**src/hdl/bpmc_pkg.sv**
```systemverilog
`default_nettype none
package bpmc_pkg;

   // ==========================================================
   // clock and conversion
   // ==========================================================
   localparam int CLK_PERIOD_NS = 5;

   // least time: round up to whole cycles, never below one
   function automatic int cyc_up(input int ns);
      int c;
      c = (ns + CLK_PERIOD_NS - 1) / CLK_PERIOD_NS;
      return (c < 1) ? 1 : c;
   endfunction

   // longest time: round down, never below one
   function automatic int cyc_down(input int ns);
      int c;
      c = ns / CLK_PERIOD_NS;
      return (c < 1) ? 1 : c;
   endfunction

   // ==========================================================
   // ping low-time windows
   // ==========================================================
   localparam int WAKE_MIN_NS = 2500000;
   localparam int WAKE_MAX_NS = 3000000;
   localparam int SHUT_MIN_NS = 12500000;
   localparam int S2A_MIN_NS = 250000;
   localparam int S2A_MAX_NS = 300000;
   localparam int WAKE_MIN_CYC = cyc_up(WAKE_MIN_NS);
   localparam int WAKE_MAX_CYC = cyc_down(WAKE_MAX_NS);
   localparam int SHUT_MIN_CYC = cyc_up(SHUT_MIN_NS);
   localparam int S2A_MIN_CYC = cyc_up(S2A_MIN_NS);
   localparam int S2A_MAX_CYC = cyc_down(S2A_MAX_NS);
   localparam int PING_CNT_W = 24;

   // ==========================================================
   // validate timeout and digital reset length
   // ==========================================================
   localparam int VALID_TIMEOUT_NS = 150000000;
   localparam int VALID_TIMEOUT_CYC = cyc_up(VALID_TIMEOUT_NS);
   localparam int VALID_CNT_W = 25;
   localparam int DIGITAL_RESET_FLAG_HOLD_NS = 100;
   localparam int DIGITAL_RESET_FLAG_HOLD_CYC = cyc_up(DIGITAL_RESET_FLAG_HOLD_NS);
   localparam int DIGITAL_RESET_FLAG_CNT_W = 8;

   // ==========================================================
   // encodings
   // ==========================================================
   localparam logic [1:0] INHIBIT_OFF_CODE = 2'h3;

   typedef enum logic [1:0] {
      MODE_SHUTDOWN,
      MODE_VALIDATE,
      MODE_SLEEP,
      MODE_ACTIVE
   } bpmc_mode_type;

endpackage
`default_nettype wire

```
**src/hdl/bpmc_top.sv**
```systemverilog
// Contract
// - without IO supply in SHUTDOWN only a sniffer move to VALIDATE
// - validated fault tone in VALIDATE latches inhibit until host clears
// - validate timeout or sleep timer ends VALIDATE; fault tone restarts
// - heartbeat tone does not restart the validate timeout
// - VALIDATE skipped while sniffer disabled, disabled after reset
// - after VALIDATE, validate-seen flag set on next ACTIVE entry
// - fault output low in VALIDATE; without IO supply only to SHUTDOWN
// - IO supply loss in SLEEP or ACTIVE changes no state
// - sniffer enable written in ACTIVE kept in always-on latch
// - inhibit in ACTIVE only from the host inhibit-assert command
// - stack wake, sleep, shutdown and reset tones are ignored
// - pings never cause tones toward the stack
// - all pings ignored while chip select is high
// - after ping shutdown, chain receivers stay off until second wake
// - sleep-to-active ping in ACTIVE only sets interface flags
// - sleep-to-active ping in SLEEP goes ACTIVE with given flags
// - interface select sampled on SHUTDOWN or VALIDATE to ACTIVE, locked after
// - interface select pin becomes SPI-ready output in ACTIVE with SPI selected
// - leaving digital reset sets flag and loads register values
// - digital reset on wake, soft reset, core UV, oscillator fault
// - no unrequested response data, writes get no response
// - validate timeout at least 150 ms from digital supply up
`default_nettype none
module bpmc_top #(
   parameter int WAKE_MIN = bpmc_pkg::WAKE_MIN_CYC,
   parameter int WAKE_MAX = bpmc_pkg::WAKE_MAX_CYC,
   parameter int SHUT_MIN = bpmc_pkg::SHUT_MIN_CYC,
   parameter int S2A_MIN = bpmc_pkg::S2A_MIN_CYC,
   parameter int S2A_MAX = bpmc_pkg::S2A_MAX_CYC,
   parameter int VALID_TIMEOUT = bpmc_pkg::VALID_TIMEOUT_CYC
) (
   input wire logic CLK,
   input wire logic RST,
   input wire logic RX,
   input wire logic CS_N,
   input wire logic SCLK,
   input wire logic IO_SUPPLY_OK,
   input wire logic IF_SELECT_I,
   input wire logic SPI_READY,
   input wire logic SNIFFER_WRITE,
   input wire logic SNIFFER_ENABLE_BIT,
   input wire logic SNIFFER_DISABLE_BIT,
   input wire logic INHIBIT_ASSERT_CMD,
   input wire logic INHIBIT_CLEAR,
   input wire logic [1:0] INHIBIT_DISABLE_FIELD,
   input wire logic SOFT_RESET_CMD,
   input wire logic SLEEP_REQ,
   input wire logic CORE_UV,
   input wire logic CHAIN_UV,
   input wire logic FAST_OSC_WDG,
   input wire logic SLOW_OSC_WDG,
   input wire logic SNIFF_DETECT,
   input wire logic FAULT_TONE,
   input wire logic HEARTBEAT_TONE,
   input wire logic SLEEP_TIMER_EXPIRED,
   input wire logic FLAG_CLEAR,
   output logic [1:0] POWER_STATE,
   output logic DIGITAL_RESET,
   output logic REG_LOAD,
   output logic IS_SPI,
   output logic COMM_ENABLE,
   output logic CHAIN_RX_ENABLE,
   output logic SNIFFER_ARMED,
   output logic HOST_INHIBIT_OUT,
   output logic FAULT_OUT_N_O,
   output logic FAULT_OUT_N_OE,
   output logic IF_SELECT_O,
   output logic IF_SELECT_OE,
   output logic DIGITAL_RESET_FLAG,
   output logic VALIDATE_SEEN_FLAG,
   output logic COMM_CLEAR_SEEN,
   output logic STOP_BIT_SEEN,
   output logic COMM_CLEAR_ERROR,
   output logic FORMAT_ERROR
);

   localparam int VW = bpmc_pkg::VALID_CNT_W;
   localparam int RW = bpmc_pkg::DIGITAL_RESET_FLAG_CNT_W;

   typedef struct packed {
      bpmc_pkg::bpmc_mode_type mode;
      bpmc_pkg::bpmc_mode_type after_rst;
      logic in_rst;
      logic [RW-1:0] rst_cnt;
      logic from_off;
      logic load;
      logic spi;
      logic comm;
      logic sniff_on;
      logic val_entered;
      logic shut_by_ping;
      logic chain_rx;
      logic [VW-1:0] val_cnt;
      logic inhibit;
      logic fault_oe;
      logic ifsel_o;
      logic ifsel_oe;
      logic digital_reset_flag_flag;
      logic val_seen;
      logic cc_seen;
      logic stop_seen;
      logic cc_err;
      logic format_error;
   } bpmc_state_type;

   bpmc_state_type s, next_s;

   logic ping_wake;
   logic ping_shut;
   logic ping_s2a;
   logic ping_clocked;

   // ==========================================================
   // ping detection on the host receive line
   // ==========================================================
   // only the host line feeds this; stack tones never reach it
   bpmc_ping_detect #(
      .WAKE_MIN(WAKE_MIN),
      .WAKE_MAX(WAKE_MAX),
      .SHUT_MIN(SHUT_MIN),
      .S2A_MIN(S2A_MIN),
      .S2A_MAX(S2A_MAX)
   ) u_ping (
      .clk(CLK),
      .rst(RST),
      .rx(RX),
      .cs_n(CS_N),
      .sclk(SCLK),
      .ping_wake(ping_wake),
      .ping_shut(ping_shut),
      .ping_s2a(ping_s2a),
      .ping_clocked(ping_clocked)
   );

   logic io_wake;
   logic io_shut;
   logic io_s2a;
   logic core_fault;

   // pings need the IO supply in every mode
   assign io_wake = ping_wake & IO_SUPPLY_OK;
   assign io_shut = ping_shut & IO_SUPPLY_OK;
   assign io_s2a = ping_s2a & IO_SUPPLY_OK;
   assign core_fault = CORE_UV | CHAIN_UV | FAST_OSC_WDG | SLOW_OSC_WDG;

   // ==========================================================
   // mode control
   // ==========================================================
   always_comb begin
      next_s = s;
      next_s.load = 1'b0;

      // hardware set wins over a host clear of the status flags
      if (FLAG_CLEAR) begin
         next_s.digital_reset_flag_flag = 1'b0;
         next_s.val_seen = 1'b0;
         next_s.cc_seen = 1'b0;
         next_s.stop_seen = 1'b0;
         next_s.cc_err = 1'b0;
         next_s.format_error = 1'b0;
      end

      // always-on sniffer latch, untouched by digital reset
      if (s.mode == bpmc_pkg::MODE_ACTIVE && !s.in_rst && SNIFFER_WRITE) begin
         if (SNIFFER_ENABLE_BIT && !SNIFFER_DISABLE_BIT)
            next_s.sniff_on = 1'b1;
         else if (SNIFFER_DISABLE_BIT && !SNIFFER_ENABLE_BIT)
            next_s.sniff_on = 1'b0;
      end

      // host clear of the inhibit latch, assert wins below
      if (INHIBIT_CLEAR && s.mode == bpmc_pkg::MODE_ACTIVE)
         next_s.inhibit = 1'b0;

      if (s.in_rst) begin
         // digital core held; the count gives a fixed reset length
         if (s.rst_cnt != '0) begin
            next_s.rst_cnt = s.rst_cnt - 1'b1;
         end else begin
            next_s.in_rst = 1'b0;
            next_s.mode = s.after_rst;
            next_s.load = 1'b1;
            next_s.digital_reset_flag_flag = 1'b1;
            next_s.cc_seen = 1'b0;
            next_s.stop_seen = 1'b0;
            next_s.cc_err = 1'b0;
            next_s.format_error = 1'b0;
            next_s.val_seen = 1'b0;
            if (s.from_off)
               next_s.spi = IF_SELECT_I;
            next_s.from_off = 1'b0;
            if (s.after_rst == bpmc_pkg::MODE_ACTIVE &&
                s.val_entered) begin
               next_s.val_seen = 1'b1;
               next_s.val_entered = 1'b0;
            end
         end
      end else begin
         case (s.mode)
            bpmc_pkg::MODE_SHUTDOWN: begin
               if (io_wake) begin
                  next_s.in_rst = 1'b1;
                  next_s.rst_cnt = RW'(bpmc_pkg::DIGITAL_RESET_FLAG_HOLD_CYC);
                  next_s.after_rst = bpmc_pkg::MODE_ACTIVE;
                  next_s.from_off = 1'b1;
                  // first wake after ping shutdown keeps rx off
                  next_s.chain_rx = !s.shut_by_ping;
                  next_s.shut_by_ping = 1'b0;
               end else if (SNIFF_DETECT && s.sniff_on) begin
                  // no sniffer, no VALIDATE
                  next_s.mode = bpmc_pkg::MODE_VALIDATE;
                  next_s.val_entered = 1'b1;
                  next_s.val_cnt = '0;
               end
            end
            bpmc_pkg::MODE_VALIDATE: begin
               if (FAULT_TONE) begin
                  next_s.inhibit = 1'b1;
                  next_s.val_cnt = '0;
               end else if (s.val_cnt != VW'(VALID_TIMEOUT)) begin
                  // heartbeat deliberately not a restart
                  next_s.val_cnt = s.val_cnt + 1'b1;
               end
               if (io_wake) begin
                  next_s.in_rst = 1'b1;
                  next_s.rst_cnt = RW'(bpmc_pkg::DIGITAL_RESET_FLAG_HOLD_CYC);
                  next_s.after_rst = bpmc_pkg::MODE_ACTIVE;
                  next_s.from_off = 1'b1;
                  next_s.chain_rx = !s.shut_by_ping;
                  next_s.shut_by_ping = 1'b0;
               end else if (io_shut) begin
                  next_s.mode = bpmc_pkg::MODE_SHUTDOWN;
                  next_s.shut_by_ping = 1'b1;
               end else if (SLEEP_TIMER_EXPIRED ||
                  (!FAULT_TONE && s.val_cnt >= VW'(VALID_TIMEOUT - 1))) begin
                  next_s.mode = bpmc_pkg::MODE_SHUTDOWN;
               end else if (core_fault) begin
                  next_s.in_rst = 1'b1;
                  next_s.rst_cnt = RW'(bpmc_pkg::DIGITAL_RESET_FLAG_HOLD_CYC);
                  next_s.after_rst = bpmc_pkg::MODE_VALIDATE;
               end
            end
            bpmc_pkg::MODE_SLEEP: begin
               if (io_wake || core_fault) begin
                  next_s.in_rst = 1'b1;
                  next_s.rst_cnt = RW'(bpmc_pkg::DIGITAL_RESET_FLAG_HOLD_CYC);
                  next_s.after_rst = io_wake ? bpmc_pkg::MODE_ACTIVE
                                             : bpmc_pkg::MODE_SLEEP;
                  if (io_wake)
                     next_s.chain_rx = 1'b1;
               end else if (io_shut) begin
                  next_s.mode = bpmc_pkg::MODE_SHUTDOWN;
                  next_s.shut_by_ping = 1'b1;
               end else if (io_s2a) begin
                  next_s.mode = bpmc_pkg::MODE_ACTIVE;
                  next_s.cc_seen = !s.spi;
                  next_s.stop_seen = 1'b0;
                  next_s.cc_err = 1'b0;
                  next_s.format_error = 1'b0;
                  if (s.val_entered) begin
                     next_s.val_seen = 1'b1;
                     next_s.val_entered = 1'b0;
                  end
               end
               // supply loss alone moves nothing here
            end
            bpmc_pkg::MODE_ACTIVE: begin
               if (INHIBIT_ASSERT_CMD &&
                   INHIBIT_DISABLE_FIELD != bpmc_pkg::INHIBIT_OFF_CODE)
                  next_s.inhibit = 1'b1;
               if (io_wake || SOFT_RESET_CMD || core_fault) begin
                  next_s.in_rst = 1'b1;
                  next_s.rst_cnt = RW'(bpmc_pkg::DIGITAL_RESET_FLAG_HOLD_CYC);
                  next_s.after_rst = bpmc_pkg::MODE_ACTIVE;
                  if (io_wake)
                     next_s.chain_rx = 1'b1;
               end else if (io_shut) begin
                  next_s.mode = bpmc_pkg::MODE_SHUTDOWN;
                  next_s.shut_by_ping = 1'b1;
               end else if (io_s2a) begin
                  // mode kept; only the interface flags move
                  if (!s.spi) begin
                     next_s.cc_seen = 1'b1;
                     next_s.stop_seen = 1'b1;
                  end else if (ping_clocked) begin
                     next_s.cc_err = 1'b1;
                     next_s.cc_seen = 1'b0;
                  end else begin
                     next_s.format_error = 1'b1;
                     next_s.cc_err = 1'b0;
                     next_s.cc_seen = 1'b0;
                  end
               end else if (SLEEP_REQ) begin
                  next_s.mode = bpmc_pkg::MODE_SLEEP;
               end
            end
            default: begin
               next_s.mode = bpmc_pkg::MODE_SHUTDOWN;
            end
         endcase
      end

      // inhibit held in SHUTDOWN; disable code only gates new asserts
      // fault pin pulled low for the whole VALIDATE stay
      next_s.fault_oe = (next_s.mode == bpmc_pkg::MODE_VALIDATE);

      // data path only in ACTIVE with IO supply; this block never
      // originates responses or tones
      next_s.comm = (next_s.mode == bpmc_pkg::MODE_ACTIVE) &&
                    !next_s.in_rst && IO_SUPPLY_OK;

      // select pin turns into the ready output once ACTIVE with SPI selected
      next_s.ifsel_oe = (next_s.mode == bpmc_pkg::MODE_ACTIVE) &&
                        !next_s.in_rst && next_s.spi;
      next_s.ifsel_o = SPI_READY;
   end

   always_ff @(posedge CLK or posedge RST) begin
      if (RST) begin
         s <= '0;
         s.mode <= bpmc_pkg::MODE_SHUTDOWN;
         s.after_rst <= bpmc_pkg::MODE_SHUTDOWN;
         s.sniff_on <= 1'b0;
      end else begin
         s <= next_s;
      end
   end

   // ==========================================================
   // outputs straight from the state register, fault pin level tied low
   // ==========================================================
   assign POWER_STATE = s.mode;
   assign DIGITAL_RESET = s.in_rst;
   assign REG_LOAD = s.load;
   assign IS_SPI = s.spi;
   assign COMM_ENABLE = s.comm;
   assign CHAIN_RX_ENABLE = s.chain_rx;
   assign SNIFFER_ARMED = s.sniff_on;
   assign HOST_INHIBIT_OUT = s.inhibit;
   assign FAULT_OUT_N_O = 1'b0;
   assign FAULT_OUT_N_OE = s.fault_oe;
   assign IF_SELECT_O = s.ifsel_o;
   assign IF_SELECT_OE = s.ifsel_oe;
   assign DIGITAL_RESET_FLAG = s.digital_reset_flag_flag;
   assign VALIDATE_SEEN_FLAG = s.val_seen;
   assign COMM_CLEAR_SEEN = s.cc_seen;
   assign STOP_BIT_SEEN = s.stop_seen;
   assign COMM_CLEAR_ERROR = s.cc_err;
   assign FORMAT_ERROR = s.format_error;

endmodule // bpmc_top
`default_nettype wire

```
**src/hdl/bpmc_ping_detect.sv**
```systemverilog
`default_nettype none
module bpmc_ping_detect #(
   parameter int WAKE_MIN = bpmc_pkg::WAKE_MIN_CYC,
   parameter int WAKE_MAX = bpmc_pkg::WAKE_MAX_CYC,
   parameter int SHUT_MIN = bpmc_pkg::SHUT_MIN_CYC,
   parameter int S2A_MIN = bpmc_pkg::S2A_MIN_CYC,
   parameter int S2A_MAX = bpmc_pkg::S2A_MAX_CYC
) (
   input wire logic clk,
   input wire logic rst,
   input wire logic rx,
   input wire logic cs_n,
   input wire logic sclk,
   output logic ping_wake,
   output logic ping_shut,
   output logic ping_s2a,
   output logic ping_clocked
);

   localparam int W = bpmc_pkg::PING_CNT_W;

   typedef struct packed {
      logic [W-1:0] cnt;
      logic low;
      logic sclk_prev;
      logic clocked;
      logic wake;
      logic shut;
      logic s2a;
      logic clk_seen;
   } bpmc_ping_type;

   bpmc_ping_type s, next_s;

   // ==========================================================
   // low-time measurement
   // ==========================================================
   always_comb begin
      next_s = s;
      next_s.wake = 1'b0;
      next_s.shut = 1'b0;
      next_s.s2a = 1'b0;
      next_s.sclk_prev = sclk;
      if (cs_n) begin
         // chip select high aborts any pulse in progress
         next_s.low = 1'b0;
         next_s.cnt = '0;
         next_s.clocked = 1'b0;
      end else if (!rx) begin
         next_s.low = 1'b1;
         // saturate so a long shutdown pulse cannot wrap
         if (s.cnt < W'(SHUT_MIN))
            next_s.cnt = s.cnt + 1'b1;
         if (sclk && !s.sclk_prev)
            next_s.clocked = 1'b1;
      end else if (s.low) begin
         // classify on the rising edge
         next_s.low = 1'b0;
         next_s.cnt = '0;
         next_s.clocked = 1'b0;
         next_s.clk_seen = s.clocked;
         if (s.cnt >= W'(SHUT_MIN))
            next_s.shut = 1'b1;
         else if (s.cnt >= W'(WAKE_MIN) && s.cnt <= W'(WAKE_MAX))
            next_s.wake = 1'b1;
         else if (s.cnt >= W'(S2A_MIN) && s.cnt <= W'(S2A_MAX))
            next_s.s2a = 1'b1;
      end
   end

   always_ff @(posedge clk or posedge rst) begin
      if (rst)
         s <= '0;
      else
         s <= next_s;
   end

   assign ping_wake = s.wake;
   assign ping_shut = s.shut;
   assign ping_s2a = s.s2a;
   assign ping_clocked = s.clk_seen;

endmodule // bpmc_ping_detect
`default_nettype wire

```
**config.mk**
```make
export PLATFORM = sky130hd
export DESIGN_NAME = bpmc_top
export DESIGN_NICKNAME = d
export VERILOG_FILES = /design/src/hdl/bpmc_pkg.sv /design/src/hdl/bpmc_top.sv /design/src/hdl/bpmc_ping_detect.sv
export SDC_FILE = /design/constraint.sdc
export NUM_CORES = 1
export LEC_CHECK = 0
export CAP_MARGIN = 20
export CORE_MARGIN = 4
export CORE_UTILIZATION = 55
export CTS_CLUSTER_DIAMETER = 100
export DETAILED_ROUTE_END_ITERATION = 6
export DONT_BUFFER_PORTS = 1
export HOLD_SLACK_MARGIN = 0.05
export PLACE_DENSITY = 0.7
export SYNTH_ARGS = -nofsm -noshare
export SYNTH_HDL_FRONTEND = slang
export SYNTH_SLANG_ARGS = --single-unit
```
**constraint.sdc**
```tcl
create_clock -name CLK -period 3.71 [get_ports CLK]
set_input_delay 0.371 -clock CLK [delete_from_list [all_inputs] [get_ports CLK]]
set_output_delay 0.371 -clock CLK [all_outputs]
set_load 0.01 [all_outputs]
```
==> impl_summary.md <==
Floorplan
Measured along the y axis, the die boundary spans 104.9 um. 45 I/O pins were placed. The initialized floorplan defines 35 standard-cell rows.

The effective utilization at floorplan is 0.5612. The core region is 9196 sq um. The full die area is 11000 sq um.

The die is 104.9 um wide.

Placed design
The HPWL reported at the end of detailed placement is 8518 um. Input and output buffers added on the ports amount to 0. The weighted congestion reported at the end of routability-driven placement is 0.8945.

Route
In the final routed layout, each cell accounts on average for 16.92 um. After detailed routing, the number of remaining DRC violations is 0. The pre-antenna-repair detailed-routing pass consisted of 5 iterations. The per-cell via count in the routed design is 6.543. The number of design-rule violations left by the first detailed-router iteration is 259. The count of nets left with antenna violations once routing finished came out at 0. The number of vias after detailed routing is 4534. The routed design has 11730 um of wire.

Power and ir drop
For this design the total switching power over the nets is 0.3895 mW. For this design the static power due to leakage is 2.153 nW. Overall power consumption after layout is estimated at 1.691 mW.

The power density over cell area is 312.0 nW/um^2. The share of total power dissipated in the clock network is 0.403. The share of total power dissipated in sequential elements is 0.567. The internal power is 1.301 mW. The power share of the combinational group is 0.031. Of the total power, the share spent switching nets is 0.2304. The worst ir drop on vdd is 0.1612 mV.

Critical path
The kind of cell with the highest combined delay on the critical path is simple AND/OR/NAND/NOR gates. STA classifies the critical path startpoint as a flop. Walking the worst path, the cells encountered are inv_1 > ha_1 > or4b_1 > or4_1 > nor4_4 > or3_1 > nand2b_1 > o21ai_0. The data arrival time of the worst path is 3.19 ns. The delay of the slowest cell on the worst path is 0.61 ns. The cell type of the slowest stage on the worst timing path is or3_1. The number of cells on the worst reg-to-reg path is 8.

The buffers plus inverters on the worst setup path is 1. STA puts the critical path data required time at 3.95 ns. The worst setup path is of the flop to flop kind. The capture instance of the worst register-to-register path is s[31]$_DFFE_PP0P_.

The type of element capturing the critical path is a flop. The worst register-to-register path has a setup slack of 0.77 ns. In this run the worst path has a maximum fanout of 16. The startpoint identified for the worst register-to-register timing path is s[10]$_DFFE_PP0P_.

Synth
The register bit total from synthesis is 87. The total of warnings raised by yosys is 0. The average size of a mapped cell is 8.763 sq um. The number of standard cells after synthesis is 589. In the synthesized netlist the async set-or-reset flop fraction comes to 1.000.

Of the synthesized area, sequential elements account for 0.4218. Counting flops with a built-in enable in the synthesized netlist gives 0. When the netlist entered floorplanning its net count stood at 621. The synthesized area is 5161 sq um. The main flop type after synthesis is dfrtp_1. The number of unique standard cell types used by synthesis is 71.

STA
The worst hold margin is 0.07681 ns. The number of hold violations in the final report is 0. Clock skew on the completed layout was measured at 0.01821 ns. Setup repair after global routing left no endpoint under its margin.

The minimum clock period is 2.943 ns. Headroom to the max-slew limit came out at 0.4709. Based on the critical path, the design can be clocked at up to 0.3398 GHz. The number of pins with negative max-slew slack in the final report is 0. Setup violations remaining at the end of the flow were counted as 0. The pin slew with the least headroom to its limit is 0.7937 ns.

Dividing the final minimum period by the clock period gives 0.7931. For the final routed database, the setup TNS stands at 0 ns.

Clock network
The number of clock sinks is 87. The post-CTS repair timing setup buffer count is 0. The buffer levels on the longest clock path is 2.

The tree is rooted in a clkbuf_8. The worst-skew pair later-pin latency is 0.36 ns. The clock edge transition at the registers on the reported setup and hold paths is 0.10 ns. The H-tree depth is 3.

The total CTS buffers is 9. TritonCTS built the clock tree.

Hold path
The path class of the tightest hold or removal check is primary input to flop. The startpoint of the lowest-slack hold path is CS_N. The endpoint of the worst hold-timing path is u_ping.s[4]$_DFFE_PP0P_. Along the worst hold path, the cell count comes to 1.

Finish
The top cell types in the final layout, fill and taps aside, are 87 x dfrtp_1, 49 x o21ai_0, 46 x nor2_1, 45 x nand2_1, 42 x a21oi_1. Relative to the synthesized area, the layout overhead comes to 4.994%. The register ranked first by flip-flop count is s. The layout net count is 609. The proportion of layout cells with a drive suffix above 1 is 0.08419. Leaving out fill and tap cells, the most frequent cell in the layout is dfrtp_1. The repair_antennas step left the layout with diodes totalling 0. The count of fill cells added during filler insertion is 843. The register with the most flip-flops in the layout has 38 of them.

GRT
The residual overflow from global routing is 0. The first global-routing pass estimated 20300 um of wire. The via count of the first global-routing pass is 4257.

Entering global routing, the biggest net connects 45 pins. The total track usage is 0.2202. The number of antenna violations at the first check in global routing is 0.

Run status
The flow ran to the end, and the final reports show no timing, DRC or antenna violations.

Flow run
The tool flagged a number of max-cap violations equal to 0.
[how the worst max path moves through the flow]
stage                      start  slack (ns)                     endpoint  cells after the start
2_1_floorplan                RST        1.09  CHAIN_RX_ENABLE$_DFFE_PP0P_                      1
3_3_place_gp   s[10]$_DFFE_PP0P_        0.87            s[31]$_DFFE_PP0P_                      8
3_5_place_dp   s[10]$_DFFE_PP0P_        0.83            s[31]$_DFFE_PP0P_                      8
4_1_cts        s[10]$_DFFE_PP0P_        0.80            s[31]$_DFFE_PP0P_                      8
5_1_grt        s[10]$_DFFE_PP0P_        0.60            s[31]$_DFFE_PP0P_                      8
6_report       s[10]$_DFFE_PP0P_        0.77            s[31]$_DFFE_PP0P_                      8
[worst register-to-register path: stages (launching register included)]
cell and delay (ns):
dfrtp_1 0.46, inv_1 0.10, ha_1 0.14, or4b_1 0.42, or4_1 0.48, nor4_4 0.38, or3_1 0.61, nand2b_1 0.18
o21ai_0 0.06
[power groups by stage]
stage          combinational [mW]  sequential, mW  clock (mW)
6_report                   0.0516           0.959       0.681
3_5_place_dp               0.0510           0.977           0
5_1_grt                    0.0600           0.960       0.753
3_3_place_gp               0.0499           0.977           0
4_1_cts                    0.0538           0.959       0.697
2_1_floorplan              0.0408           0.975           0
[cells by family after synthesis]
group,share of synthesized area
multiplexers,0.01455
AO/OA/AOI/OAI,0.2177
AND/OR/NAND/NOR,0.2688
adder cells (fa/ha/maj),0.01455
XOR/XNOR,0.01018
other,0.0007266
buffers and inverters,0.05164
flip-flops,0.4218
[synth_stat cells (5+ instances only)]
library cell / n / area, sq um
or3_1: 24 / 150.1
dfrtp_1: 87 / 2177
nor2_1: 46 / 172.7
o31ai_1: 24 / 180.2
and2_1: 9 / 56.30
a21oi_1: 42 / 210.2
nand3_1: 31 / 155.2
nand2b_1: 8 / 50.05
xnor2_1: 6 / 52.55
nand2_1: 45 / 168.9
and3_1: 9 / 56.30
nor4_1: 13 / 81.33
buf_4: 5 / 37.54
clkbuf_1: 22 / 82.58
a31oi_1: 13 / 81.33
nor3_1: 11 / 55.05
o21ai_0: 49 / 245.2
or4_1: 12 / 90.09
nand4_1: 12 / 75.07
inv_1: 20 / 75.07
ha_1: 6 / 75.07
[final cells by class]
class / count / area (sq um) / share of cell area
repair buffers: 12 / 97.59 / 0.01801
multi-input cells: 445 / 2718 / 0.5015
flip-flops and latches: 87 / 2177 / 0.4018
well taps: 111 / 138.9 / 0.02563
clock inverters: 6 / 66.31 / 0.01224
inverters: 22 / 83.83 / 0.01547
clock buffers: 10 / 137.6 / 0.02540
[per-stage QoR]
step,instance area (sq um),cells,setup WS (ns),util
final,5419,693,0.7675,0.5893
after global routing,5419,693,0.6031,0.5893
after detailed placement,5185,674,0.8271,0.5638
after CTS,5419,693,0.7977,0.5893
after global placement,5177,673,0.8732,0.5630
after floorplan,5161,589,1.089,-
[repair_timing]
item                                    CTS  global route
resized for setup                         0             0
hold buffers                              3             0
endpoints found under the setup margin    0             0
endpoints found under the hold margin    12             0
[layer usage]
| metal | vias to the layer above | track usage | part of all wire |
|---|---|---|---|
| met3 | 13 | 0.03768 | 0.055 |
| li1 | 2175 | - | - |
| met5 | - | 0 | 0 |
| met1 | 2215 | 0.2935 | 0.44 |
| met4 | 0 | 0.04873 | 0.0094 |
| met2 | 131 | 0.3767 | 0.49 |
Power figures use the tool's default switching activity.
